==> config.mk <==
export PLATFORM = sky130hd
export DESIGN_NAME = radio_sleep_control_regs
export DESIGN_NICKNAME = d
export VERILOG_FILES = /design/src/verilog/radio_sleep_pkg.sv /design/src/verilog/radio_wakeup_timer.sv /design/src/verilog/radio_sleep_control_regs.sv
export VERILOG_INCLUDE_DIRS = /design/src /design/src/verilog
export SDC_FILE = /design/constraint.sdc
export NUM_CORES = 1
export LEC_CHECK = 0
export BUFFER_PORTS_ARGS = -buffer_cell sky130_fd_sc_hd__buf_4
export CAP_MARGIN = 15
export CORE_UTILIZATION = 48
export CTS_CLUSTER_DIAMETER = 50
export DETAILED_ROUTE_END_ITERATION = 12
export PLACE_DENSITY = 0.85
export REMOVE_ABC_BUFFERS = 1
export SYNTH_ARGS = -nofsm -noshare
export SYNTH_HDL_FRONTEND = slang
export SYNTH_SLANG_ARGS = --single-unit
==> constraint.sdc <==
create_clock -name clk_sys -period 3.2 [get_ports clk_sys]
set_input_delay 0.16 -clock clk_sys [delete_from_list [all_inputs] [get_ports clk_sys]]
set_output_delay 0.16 -clock clk_sys [all_outputs]
set_load 0.05 [all_outputs]
==> src/verilog/radio_sleep_params.svh <==
// Offsets, field positions, reset values and counts for the radio sleep control registers
`ifndef RADIO_SLEEP_PARAMS_SVH
`define RADIO_SLEEP_PARAMS_SVH

// Register byte addresses
`define ADDR_SYSTEM_MISC_CONTROL 32'h5000_3308
`define ADDR_SLEEP_COUNTER_SNAPSHOT 32'h5000_330A

// Widths
`define REG_WIDTH 16
`define ADDR_WIDTH 32
`define FINE_WIDTH 10
`define SLEEP_TIME_WIDTH 19

// Control register field positions
`define CTRL_WAKE_REQ_BIT 0
`define CTRL_IRQ_LEVEL_BIT 2
`define CTRL_PRIORITY_BIT 4
`define CTRL_SELECT_LSB 5
`define CTRL_SELECT_MSB 6

// Snapshot register field positions
`define SNAP_LSB 0
`define SNAP_MSB 9

// Reset values
`define CTRL_RESET 16'h0000
`define SNAP_RESET 10'h000
`define SELECT_RESET 2'h0
`define PRIORITY_RESET 1'b0
`define WAKE_REQ_RESET 1'b0

// Wake-up interrupt is raised on this low-power clock edge after the request
`define WAKE_LP_EDGES 3'h4

`endif

==> src/verilog/radio_sleep_pkg.sv <==
// Types shared by the radio sleep control registers
package radio_sleep_pkg;

    // Source returned by a snapshot register read
    typedef enum logic [1:0] {
        SEL_SNAPSHOT,
        SEL_DURATION,
        SEL_TIME_LOW,
        SEL_TIME_HIGH
    } read_select_e;

    // Wake-up delay sequencer states
    typedef enum logic [1:0] {
        WAKE_IDLE,
        WAKE_COUNT,
        WAKE_RAISED
    } wake_state_e;

endpackage

==> src/verilog/radio_wakeup_timer.sv <==
// Wake-up delay sequencer counted in low-power clock edges
`timescale 1ns/1ps
`default_nettype none
`include "radio_sleep_params.svh"

module radio_wakeup_timer (
    // System clock and reset
    input wire logic clk_sys,
    input wire logic rst,
    // Low-power clock level, sampled on clk_sys
    input wire logic lpClk,
    // Radio core state and request
    input wire logic radioDeepSleep,
    input wire logic radioWakeupRequest,
    // Wake-up interrupt level
    output logic radioWakeupIrqLevel
);
    import radio_sleep_pkg::*;

    logic lpClkPrev;
    logic lpEdge;
    logic [2:0] edgeCount;
    wake_state_e state;

    ////////////////////////////////////////////////////////////////////////
    always_ff @(posedge clk_sys) begin
        if (rst) begin
            lpClkPrev <= 1'b0;
        end else begin
            lpClkPrev <= lpClk;
        end
    end

    assign lpEdge = lpClk & ~lpClkPrev;

    ////////////////////////////////////////////////////////////////////////
    // Request phase against the slow clock is arbitrary; counting four rising
    // edges after it lands the interrupt between three and four periods later
    always_ff @(posedge clk_sys) begin
        if (rst) begin
            state <= WAKE_IDLE;
            edgeCount <= 3'h0;
        end else begin
            case (state)
                WAKE_IDLE: begin
                    edgeCount <= 3'h0;
                    if (radioDeepSleep && radioWakeupRequest) begin
                        state <= WAKE_COUNT;
                    end
                end
                WAKE_COUNT: begin
                    if (!radioDeepSleep) begin
                        state <= WAKE_IDLE;
                    end else if (lpEdge) begin
                        edgeCount <= edgeCount + 3'h1;
                        if (edgeCount + 3'h1 == `WAKE_LP_EDGES) begin
                            state <= WAKE_RAISED;
                        end
                    end
                end
                WAKE_RAISED: begin
                    // Level holds until the core has left deep sleep
                    if (!radioDeepSleep) begin
                        state <= WAKE_IDLE;
                    end
                end
                default: begin
                    state <= WAKE_IDLE;
                end
            endcase
        end
    end

    assign radioWakeupIrqLevel = (state == WAKE_RAISED);

endmodule // radio_wakeup_timer

`default_nettype wire

==> src/verilog/radio_sleep_control_regs.sv <==
// Radio sleep control registers: bus priority, wake-up request and fine counter snapshot
//
// Strobed register access is this design's own decision.
`timescale 1ns/1ps
`default_nettype none
`include "radio_sleep_params.svh"

module radio_sleep_control_regs (
    // Clock and reset
    input wire logic clk_sys,
    input wire logic rst,
    // Register port
    input wire logic [`ADDR_WIDTH-1:0] regAddr,
    input wire logic [`REG_WIDTH-1:0] regWrData,
    input wire logic regWrite,
    input wire logic regRead,
    output logic [`REG_WIDTH-1:0] regRdData,
    // System bus arbitration
    output logic busMasterPriority,
    // Low-power clock level
    input wire logic lpClk,
    // Radio core sleep handshake
    input wire logic radioDeepSleep,
    input wire logic sleepEntry,
    input wire logic wakeRestore,
    output logic radioWakeupRequest,
    output logic radioWakeupIrqLevel,
    // Fine counter capture and restore
    input wire logic [`FINE_WIDTH-1:0] fineSlotCounter,
    output logic [`FINE_WIDTH-1:0] fineSlotRestore,
    output logic fineSlotLoad,
    // Sleep timer quantities for alternate reads
    input wire logic [`FINE_WIDTH-1:0] sleepDuration,
    input wire logic [`SLEEP_TIME_WIDTH-1:0] sleepTimeSample,
    input wire logic sleepStatMonitor
);
    import radio_sleep_pkg::*;

    logic [1:0] snapshotReadSelect;
    logic [`FINE_WIDTH-1:0] snapshot;
    logic [`FINE_WIDTH-1:0] snapWriteData;
    logic snapWritePending;
    logic ctrlHit;
    logic snapHit;
    logic [`REG_WIDTH-1:0] ctrlView;
    logic [`FINE_WIDTH-1:0] snapView;
    logic [`REG_WIDTH-1:0] next_regRdData;

    ////////////////////////////////////////////////////////////////////////
    // Address decode
    always_comb begin
        ctrlHit = 1'b0;
        snapHit = 1'b0;
        if (regAddr == `ADDR_SYSTEM_MISC_CONTROL) begin
            ctrlHit = 1'b1;
        end else if (regAddr == `ADDR_SLEEP_COUNTER_SNAPSHOT) begin
            snapHit = 1'b1;
        end
    end

    ////////////////////////////////////////////////////////////////////////
    // Control register writable fields
    always_ff @(posedge clk_sys) begin
        if (rst) begin
            busMasterPriority <= `PRIORITY_RESET;
            radioWakeupRequest <= `WAKE_REQ_RESET;
            snapshotReadSelect <= `SELECT_RESET;
        end else if (regWrite && ctrlHit) begin
            busMasterPriority <= regWrData[`CTRL_PRIORITY_BIT];
            // Holding time against the slow clock is left to software
            radioWakeupRequest <= regWrData[`CTRL_WAKE_REQ_BIT];
            snapshotReadSelect <= regWrData[`CTRL_SELECT_MSB:`CTRL_SELECT_LSB];
        end
    end

    ////////////////////////////////////////////////////////////////////////
    // Wake-up delay sequencer
    radio_wakeup_timer wakeTimer (
        .clk_sys(clk_sys),
        .rst(rst),
        .lpClk(lpClk),
        .radioDeepSleep(radioDeepSleep),
        .radioWakeupRequest(radioWakeupRequest),
        .radioWakeupIrqLevel(radioWakeupIrqLevel)
    );

    ////////////////////////////////////////////////////////////////////////
    // Snapshot writes are committed one cycle late, so a read right behind a
    // write still sees the old value; the select field plays no part here
    always_ff @(posedge clk_sys) begin
        if (rst) begin
            snapWritePending <= 1'b0;
            snapWriteData <= `SNAP_RESET;
        end else begin
            snapWritePending <= regWrite && snapHit;
            snapWriteData <= regWrData[`SNAP_MSB:`SNAP_LSB];
        end
    end

    ////////////////////////////////////////////////////////////////////////
    // Snapshot store; hardware capture wins over a pending software write (strobed one cycle earlier) committing in the same cycle
    always_ff @(posedge clk_sys) begin
        if (rst) begin
            snapshot <= `SNAP_RESET;
        end else if (sleepEntry) begin
            snapshot <= fineSlotCounter;
        end else if (snapWritePending) begin
            // Awake writes only touch this copy, never the core
            snapshot <= snapWriteData;
        end
    end

    ////////////////////////////////////////////////////////////////////////
    // Restore toward the core happens only on the wake-up sequence
    always_ff @(posedge clk_sys) begin
        if (rst) begin
            fineSlotLoad <= 1'b0;
            fineSlotRestore <= `SNAP_RESET;
        end else begin
            fineSlotLoad <= wakeRestore;
            if (wakeRestore) begin
                fineSlotRestore <= snapshot;
            end
        end
    end

    ////////////////////////////////////////////////////////////////////////
    // Read views
    always_comb begin
        ctrlView = `CTRL_RESET;
        ctrlView[`CTRL_WAKE_REQ_BIT] = radioWakeupRequest;
        ctrlView[`CTRL_IRQ_LEVEL_BIT] = radioWakeupIrqLevel;
        ctrlView[`CTRL_PRIORITY_BIT] = busMasterPriority;
        ctrlView[`CTRL_SELECT_MSB:`CTRL_SELECT_LSB] = snapshotReadSelect;
    end

    always_comb begin
        case (read_select_e'(snapshotReadSelect))
            SEL_DURATION: snapView = sleepDuration;
            SEL_TIME_LOW: snapView = sleepTimeSample[`FINE_WIDTH-1:0];
            SEL_TIME_HIGH: snapView = {sleepStatMonitor, sleepTimeSample[`SLEEP_TIME_WIDTH-1:`FINE_WIDTH]};
            default: snapView = snapshot;
        endcase
    end

    always_comb begin
        next_regRdData = 16'h0000;
        if (ctrlHit) begin
            next_regRdData = ctrlView;
        end else if (snapHit) begin
            next_regRdData = {6'h00, snapView};
        end
    end

    ////////////////////////////////////////////////////////////////////////
    // Read data stand only in the cycle after the strobe
    always_ff @(posedge clk_sys) begin
        if (rst) begin
            regRdData <= 16'h0000;
        end else if (regRead) begin
            regRdData <= next_regRdData;
        end else begin
            regRdData <= 16'h0000;
        end
    end

endmodule // radio_sleep_control_regs

`default_nettype wire

### After elaboration in Yosys (flattened, before gate mapping)

Index checks and enable logic that the tools add are counted.

| word-level totals | value |
|---|---|
| flip-flop bits (word level) | 58 |
| output and inout bits | 30 |
| word-level logic and storage cells | 61 |

| cells by class | value |
|---|---|
| add/subtract/negate cells | 1 |
| equal/unequal tests | 14 |
| mux-type cells | 17 |
| bitwise logic cells | 4 |
| reductions and logical operators | 11 |

Operators by type and width:

| cell | count |
|---|---|
| == test 32 x 31 -> 1 bit, second input constant | 2 |
| one-hot mux 10 bit (3 select lines) | 1 |
| two-way mux 10 bit | 2 |
| two-way mux 7 bit | 2 |
| two-way mux 2 bit | 5 |
| == test 2 bit, second input constant | 3 |
| two-way mux 3 bit | 2 |
| inequality test 3 x 2 -> 1 bit, second input constant | 2 |
| one-hot mux 2 bit (3 select lines) | 1 |
| one-hot mux 3 bit (2 select lines) | 1 |
| == test 2 x 1 -> 1 bit, second input constant | 2 |
| inequality test 2 x 1 -> 1 bit, second input constant | 2 |
| inequality test 2 bit, second input constant | 2 |
| AND reduction 4 bit | 1 |
| nonzero test 2 bit | 2 |
| OR reduction 4 bit | 1 |
| adder 3 x 1 -> 3 bit, second input constant | 1 |
| == test 3 bit, second input constant | 1 |
| logical AND 1 bit | 3 |
| two-way mux 1 bit | 3 |
| NOT 1 bit | 3 |
| AND reduction 3 bit | 1 |
| OR reduction 3 bit | 1 |
| zero test 2 bit | 1 |
| other kinds (2) | 2 |

### Longest topological paths before layout

Gate-level depths: netlist of run 1.

| depth | value |
|---|---|
| word-level depth | 6 |
| mapped depth | 5 |

### Modules after synthesis

Synthesis of run 1 repeated with hierarchy kept, for this count alone.

| unflattened totals | value |
|---|---|
| cell total of the unflattened synthesis | 220 |
| area total of the unflattened synthesis | 2358.5 um^2 |

Modules (own cells, without submodules):

| module | times used | cells an instance | area each (um^2) | sequential area each (um^2) |
|---|---|---|---|---|
| radio_sleep_control_regs | 1 | 186 | 2033.2 | 920.9 |
| radio_wakeup_timer | 1 | 34 | 325.3 | 120.1 |

### Least setup slack after synthesis of run 1

Ideal clock, no wire load.

| path | value |
|---|---|
| path type | input-to-reg |
| start point | input port regAddr[14] |
| end point | register busMasterPriority |
| setup time | 0.121 ns |
| arrival | 1.519 ns |
| data required time | 3.079 ns |
| path slack | 1.559 ns |
| stages on the path | 4 |
| path buffers | 0 |
| cells stage by stage | or4_4 nor4_4 nand4_4 mux2_4 |

| on the way | value |
|---|---|
| longest elaborated chain between the ends | 3 |

RTL lines:

| element | line | text |
|---|---|---|
| start, declared | radio_sleep_control_regs.sv:13 | `` input wire logic [`ADDR_WIDTH-1:0] regAddr, `` |
| == test 32 x 31 -> 1 bit (no line) | - |  |
| two-way mux 1 bit | radio_sleep_control_regs.sv:54 | `` if (regAddr == `ADDR_SYSTEM_MISC_CONTROL) begin `` |
| logical AND 1 bit | radio_sleep_control_regs.sv:68 | `end else if (regWrite && ctrlHit) begin` |
| end signal, assigned | radio_sleep_control_regs.sv:65 | `` busMasterPriority <= `PRIORITY_RESET; `` |
| end signal, assigned | radio_sleep_control_regs.sv:69 | `` busMasterPriority <= regWrData[`CTRL_PRIORITY_BIT]; `` |
| end, declared | radio_sleep_control_regs.sv:19 | `output logic busMasterPriority,` |

Every way passes these cells.
A chain may end at the register's enable or synchronous reset.

### Final worst setup path of run 1

| path | value |
|---|---|
| start point | register snapshotReadSelect[1] |
| end point | register regRdData[6] |

| on the way | value |
|---|---|
| longest elaborated chain between the ends | 4 |

RTL lines:

| element | line | text |
|---|---|---|
| start, declared | radio_sleep_control_regs.sv:39 | `logic [1:0] snapshotReadSelect;` |
| start signal, assigned | radio_sleep_control_regs.sv:67 | `` snapshotReadSelect <= `SELECT_RESET; `` |
| start signal, assigned | radio_sleep_control_regs.sv:72 | `` snapshotReadSelect <= regWrData[`CTRL_SELECT_MSB:`CTRL_SELECT_LSB]; `` |
| == test 2 bit / == test 2 x 1 -> 1 bit (equally long branches) | radio_sleep_control_regs.sv:138 | `case (read_select_e'(snapshotReadSelect))` |
| one-hot mux 10 bit (3 select lines) | radio_sleep_control_regs.sv:138 |  |
| two-way mux 7 bit | radio_sleep_control_regs.sv:150 | `end else if (snapHit) begin` |
| two-way mux 7 bit (*) | radio_sleep_control_regs.sv:148 | `if (ctrlHit) begin` |
| end signal, assigned | radio_sleep_control_regs.sv:161 | `regRdData <= next_regRdData;` |
| end, declared | radio_sleep_control_regs.sv:17 | `` output logic [`REG_WIDTH-1:0] regRdData, `` |

Mark *: on every way between the ends. The rest lies on a longest branch, timed or not.

==> results of run 1 <==
-- cell usage in the layout (no fill, tap or decap), types with 2 or more instances in the layout --
master | synthesis | final
nor2b_1 | 23 | 23
mux4_2 | 10 | 10
nor2_1 | 39 | 39
buf_4 | 6 | 113
clkbuf_8 | 0 | 5
nor3b_1 | 2 | 2
nor4_4 | 2 | 2
a21oi_1 | 11 | 11
mux2i_1 | 21 | 21
nand3_1 | 2 | 2
ha_1 | 2 | 2
mux2_4 | 4 | 4
o21ai_0 | 2 | 2
nor4_1 | 3 | 3
nand3b_1 | 3 | 3
a22oi_1 | 6 | 6
conb_1 | 1 | 6
dfxtp_1 | 52 | 52
nor4b_1 | 3 | 3
-- layer usage --
layer  vias to the layer above  GRT usage  routed length (um)
met4                         0     0.0806                 132
met3                        13     0.0689                 281
li1                        970          -                   -
met2                        61      0.411                3170
met5                         -          0                   0
met1                       945      0.264                2090
-- stage by stage --
stage                     std cells  power (mW)  hold WS (ps)  instance area [um2]
after floorplan                 205       0.765           229                 2260
after global placement          370       0.876           370                 3180
after detailed placement        370       0.883           379                 3180
after CTS                       377        1.23          55.2                 3260
after global routing            377        1.27          55.2                 3260
final                           377        1.22          62.9                 3260
-- area by class of cell --
| class | instances | area (um2) | area share |
|---|---|---|---|
| multi-input combinational | 152 | 1220 | 0.375 |
| sequential | 52 | 1040 | 0.320 |
| timing repair buffer | 113 | 848 | 0.261 |
| clock buffer | 6 | 72.6 | 0.0223 |
| tap | 52 | 65.1 | 0.0200 |
| clock inverter | 1 | 5.00 | 0.00154 |
| inverter | 1 | 3.75 | 0.00115 |
-- worst paths after layout --
check	endpoint	cells after the start	slack [ps]	from
min reg2reg	wakeTimer.state[0]$_SDFFE_PP0P_	1	460	wakeTimer.state[1]$_SDFFE_PP0P_
min	snapWriteData[9]$_SDFF_PP0_	2	60	regWrData[9]
max reg2reg	regRdData[6]$_SDFF_PP0_	3	1430	snapshotReadSelect[1]$_SDFFE_PP0P_
max	regRdData[6]$_SDFF_PP0_	3	1430	snapshotReadSelect[1]$_SDFFE_PP0P_
-- power by group through the flow --
stage                     registers (mW)  logic [mW]  clock network, mW
after floorplan                    0.705      0.0608                  0
after global placement             0.690       0.186                  0
after detailed placement           0.691       0.192                  0
after CTS                          0.676       0.192              0.360
after global routing               0.678       0.203              0.389
final                              0.676       0.190              0.354
-- worst max-delay path: cells and delay by family, from the launching register on --
kind	cells	cell delay, ps
flops	1	810
mux	1	600
simple gates	1	60
compound gates	1	200
-- flip-flops by register name, indices dropped and copies added (netlist names) --
| register | cells |
|---|---|
| snapWritePending | 1 |
| regRdData | 10 |
| fineSlotLoad | 1 |
| fineSlotRestore | 10 |
| snapWriteData | 10 |
| wakeTimer.state | 2 |
| snapshot | 10 |
| radioWakeupRequest | 1 |
| snapshotReadSelect | 2 |
| busMasterPriority | 1 |
| wakeTimer.edgeCount | 3 |
| wakeTimer.lpClkPrev | 1 |
-- cell families (layout without fill, tap and decap cells) --
group / Yosys count / in the layout / share of synthesized area
multiplexers: 35 / 35 / 0.213
AND/OR/NAND/NOR: 87 / 87 / 0.233
buffers and inverters: 17 / 121 / 0.0376
flip-flops: 52 / 52 / 0.447
other: 1 / 6 / 0.00161
XOR/XNOR: 1 / 1 / 0.00376
AO/OA/AOI/OAI: 21 / 21 / 0.0542
adder cells (fa/ha/maj): 2 / 2 / 0.0107
==> reports/qor.yml, run 1 <==
synthesis:
  ys_seq_area_frac: 0.447
  synthCells: 216
  avgSynthCellArea_um2: 10.8
  ys.warnings.count: 0
  yosysMostFrequentCell: "dfxtp_1"
  synth_area_leaders: "dfxtp_1 (45%), mux4_2 (9.7%), mux2i_1 (9.0%)"
  synthFlopType: "dfxtp_1"
  yosysTopAreaCell: "dfxtp_1"
  async_flop_share: 0
  synth-edff-count: 0
  synth_top_cells_by_count: "dfxtp_1 (52), nor2_1 (39), nor2b_1 (23)"
  yosysUniqueCellTypes: 35
  ys_ff_latch: 52
  netlist_area_um2: 2330
  synth.top_cell.area_share: 0.447
finish:
  num_antenna_cells: 0
  area_delta_synth_final_pct: 39.7
  finalNetCount: 423
  drive_gt1_frac: 0.428
  nFillCells: 346
  fin_util: 0.723
cts:
  numCtsBuffers: 5
  clk_path_buf_depth: 2
  cts_sinks: 52
  clk_pin_slew_worst_paths_ps: 90
  post_cts_buffers: 0
  hold_buffers: 0
  post_cts_resized: 0
  insertion_delay_ps: 300
  tritoncts: "yes"
  root_buffer: "clkbuf_8"
  cts_max_level: 2
power:
  combPwrFrac: 0.156
  p_clk_frac: 0.290
  p_sw_mw: 0.299
  leakage_nw: 1.44
  seq_power_share: 0.554
  powerDensity_nw_per_um2: 375
  ir_worst_vdd_v: 0.000317
  p_sw_frac: 0.245
  intPower_mw: 0.921
timing:
  setup_viol: 0
  worst_slew_pin_slew_ps: 748
  slew_violations: 0
  final.period_utilization: 0.554
  hold_violations: 0
  slew-limit-headroom: 0.501
  layout_setup_ws_ps: 1430
  skew_ps: 2.17
  rsz0062_at_grt: "no"
  setup_tns_ps: 0
  fmax_mhz: 564
  min_period_ps: 1770
placement:
  port-buffer-count: 113
  dp_hpwl_um: 4440
  gp_congestion: 0.758
  dp_slack_ps: 1330
outcome:
  run_status: "completed"
floorplan:
  die_y_um: 71.7
  start_util: 0.517
  die-width_um: 71.7
  ioPinCount: 126
  core_region_area_um2: 4500
  num_rows: 24
  die_area_um2: 5140
job:
  timing.max_cap.violations: 0
grt:
  grt_max_degree: 44
  grt_usage: 0.231
  grt_pass1_wl_um: 8910
  antenna_found_initial: 0
  grt_pass1_vias: 1906
  grt_overflow: 0
detailed_routing:
  drcViolationCount: 0
  vias_per_cell: 5.28
  drtIter0Drc: 107
  drtAntennaViolNets: 0
  wl_per_cell_um: 15.1
  routed_wl_um: 5680
  firstDrtPassIters: 4
  via_count: 1989
setup_path:
  cp_slowest_cell: "dfxtp_1"
  critPathCaptureType: "flip-flop"
  cp_data_arrival_time_ps: 1970
  path_class: "flip-flop to flip-flop"
  start_kind: "flip-flop"
  cp.required_ps: 3400
  crit_chain: "mux4_2 -> a22oi_1 -> nor2_1"
  critPathMaxFanout: 12
  max_stage_delay_ps: 810
worst_hold_path:
  min_path_type: "input port to flip-flop"
Power figures use the tool's default switching activity.
==> run 2, diff against run 1 <==
--- a/config.mk
+++ b/config.mk
@@ -8,10 +8,10 @@
 export LEC_CHECK = 0
 export BUFFER_PORTS_ARGS = -buffer_cell sky130_fd_sc_hd__buf_4
 export CAP_MARGIN = 15
-export CORE_UTILIZATION = 48
+export CORE_UTILIZATION = 40
 export CTS_CLUSTER_DIAMETER = 50
 export DETAILED_ROUTE_END_ITERATION = 12
-export PLACE_DENSITY = 0.85
+export PLACE_DENSITY = 0.76
 export REMOVE_ABC_BUFFERS = 1
 export SYNTH_ARGS = -nofsm -noshare
 export SYNTH_HDL_FRONTEND = slang
==> constraint.sdc (replaced) <==
create_clock -name clk_sys -period 1.5 [get_ports clk_sys]
set_input_delay 0.075 -clock clk_sys [delete_from_list [all_inputs] [get_ports clk_sys]]
set_output_delay 0.075 -clock clk_sys [all_outputs]
set_load 0.05 [all_outputs]
==> run 2 against run 1 <==
  * Clock skew rose by 7.0 ps
  * Non-clock buffer count rose by 25
  * Final cell count rose by 12%
  * Critical path type unchanged
  * Largest power group unchanged
  * Highest routed layer unchanged
==> reports/qor.yml, run 2 (synthesized netlist as in run 1, its figures left out) <==
detailed_routing:
  drcViolationCount: 0  # unchanged
  drtAntennaViolNets: 0  # unchanged
  wl_per_cell_um: 14.4  # -4.3%
  drtIter0Drc: 75  # -30%
  via_count: 2070  # +4.1%
  routed_wl_um: 6070  # +6.9%
  firstDrtPassIters: 4  # unchanged
  vias_per_cell: 4.92  # -6.8%
setup_path:
  path_class: "flip-flop to flip-flop"
  cp_data_arrival_time_ps: 1620  # -350 ps
  r2r_slack_ps: 60  # -1360 ps
  r2r_start: "snapshotReadSelect[1]$_SDFFE_PP0P_"
  reg2regPathDepth: 4  # +1
  r2r_end: "regRdData[6]$_SDFF_PP0_"
  critPathMaxFanout: 5  # -7
  start_kind: "flip-flop"
  critPathCaptureType: "flip-flop"
  cp.required_ps: 1690  # -1710 ps
cts:
  clk_path_buf_depth: 2  # unchanged
  clk_pin_slew_worst_paths_ps: 90  # about the same
  insertion_delay_ps: 300  # about the same
  root_buffer: "clkbuf_8"
  cts_max_level: 2  # unchanged
  cts_sinks: 52  # unchanged
  tritoncts: "yes"
  numCtsBuffers: 5  # unchanged
grt:
  grt_max_degree: 23  # -48%
  antenna_found_initial: 0  # unchanged
  grt_pass1_vias: 2103  # +10%
  grt_pass1_wl_um: 9540  # +7.0%
  grt_usage: 0.201  # -0.0303
  grt_overflow: 0  # unchanged
floorplan:
  start_util: 0.418  # -0.0993
  die_area_um2: 6130  # +19%
  die-width_um: 78.3  # +9.3%
  core_region_area_um2: 5570  # +24%
  num_rows: 27  # +13%
  ioPinCount: 126  # unchanged
  die_y_um: 78.3  # +9.3%
finish:
  fin_cells: 421  # +12%
  finalNetCount: 448  # +5.9%
  final_cell_mix: "buf_4 (128), dfxtp_1 (51), nor2_1 (39), nor2b_1 (23), mux2i_1 (21)"
  area_delta_synth_final_pct: 50.9
  num_antenna_cells: 0  # unchanged
  drive_gt1_frac: 0.444  # +0.0164
  final_common_cell: "buf_4"
  final_area_um2: 3520  # +8.0%
  fin_util: 0.631  # -0.0920
placement:
  dpl_cell_area_um2: 3320  # +4.3%
  dp_hpwl_um: 4690  # +5.7%
  dp.cells: 405  # +9.5%
  gp_congestion: 0.784  # +3.4%
  dp_slack_ps: -139  # -1470 ps
  port-buffer-count: 113  # unchanged
job:
  timing.max_cap.violations: 0  # unchanged
timing:
  skew_ps: 9.16  # +6.98 ps
  slew_violations: 0  # unchanged
  fmax_mhz: 696  # +23%
  setup_viol: 0  # unchanged
  hold_violations: 0  # unchanged
  final.period_utilization: 0.958  # +0.404
  layout_setup_ws_ps: 63.5  # -1360 ps
  rsz0062_at_grt: "no"
  slew-limit-headroom: 0.649  # +0.149
  worst_slew_pin_slew_ps: 525  # -223 ps
  min_period_ps: 1440  # -337 ps
  setup_tns_ps: 0  # unchanged
  whs_ps: 12.3  # -50.6 ps
power:
  p_clk_frac: 0.325  # +0.035
  leakage_nw: 1.57  # +8.9%
  finalPower_mw: 2.78  # +130%
  p_sw_frac: 0.228  # -0.0176
  seq_power_share: 0.518  # -0.036
  powerDensity_nw_per_um2: 791  # +110%
  p_sw_mw: 0.633  # +110%
  combPwrFrac: 0.157  # about the same
  ir_worst_vdd_v: 0.000410  # +29%
  intPower_mw: 2.15  # +130%
worst_hold_path:
  holdPathStages: 3  # +1
  hold_path_startpoint: "fineSlotCounter[9]"
  min_path_type: "input port to flip-flop"
  holdPathEnd: "snapshot[9]$_SDFFE_PP0P_"
outcome:
  run_status: "completed"
## run 2: final cells by class
cell class                      count  area [um2]
Fill cell                         489        2060
Multi-Input combinational cell    152        1220
Timing Repair Buffer              138        1060
Sequential cell                    52        1040
Tap cell                           72        90.1
Clock buffer                        5        68.8
Clock inverter                      1        30.0
Inverter                            1        3.75
## run 2: worst max path at each step
stage	startpoint	endpoint	slack, ps	cells past startpoint
2_1_floorplan	snapshotReadSelect[1]$_SDFFE_PP0P_	regRdData[6]$_SDFF_PP0_	-70	3
3_3_place_gp	regAddr[14]	snapshotReadSelect[1]$_SDFFE_PP0P_	-100	5
3_5_place_dp	regAddr[14]	snapshotReadSelect[1]$_SDFFE_PP0P_	-140	5
4_1_cts	snapshotReadSelect[1]$_SDFFE_PP0P_	regRdData[6]$_SDFF_PP0_	50	4
5_1_grt	wakeTimer.state[0]$_SDFFE_PP0P_	wakeTimer.edgeCount[2]$_SDFFE_PP0P_	5	4
6_report	snapshotReadSelect[1]$_SDFFE_PP0P_	regRdData[6]$_SDFF_PP0_	60	4
## run 2: critical path, cell delays in order, from the launching register on
cell and delay [ps]:
dfxtp_2 360, buf_4 160, mux4_2 520, a22oi_1 220, nor2_1 60
## run 2: power by group through the flow
stage	clock, mW	combinational, mW	sequential (mW)
global route	0.977	0.466	1.45
CTS	0.926	0.438	1.44
detailed placement	0	0.416	1.47
floorplan	0	0.130	1.50
global placement	0	0.407	1.47
finish	0.903	0.437	1.44
## run 2: timing repair
item,in CTS,in global routing
hold buffers,10,0
hold endpoints to repair,10,0
endpoints found under the setup margin,0,2
gates resized for setup,0,1
setup buffers,0,0
## run 2: layer usage
layer | track usage | routed length, um
met2 | 0.361 | 3080
met4 | 0.0648 | 102
met3 | 0.0535 | 368
met5 | 0 | 0
met1 | 0.230 | 2520
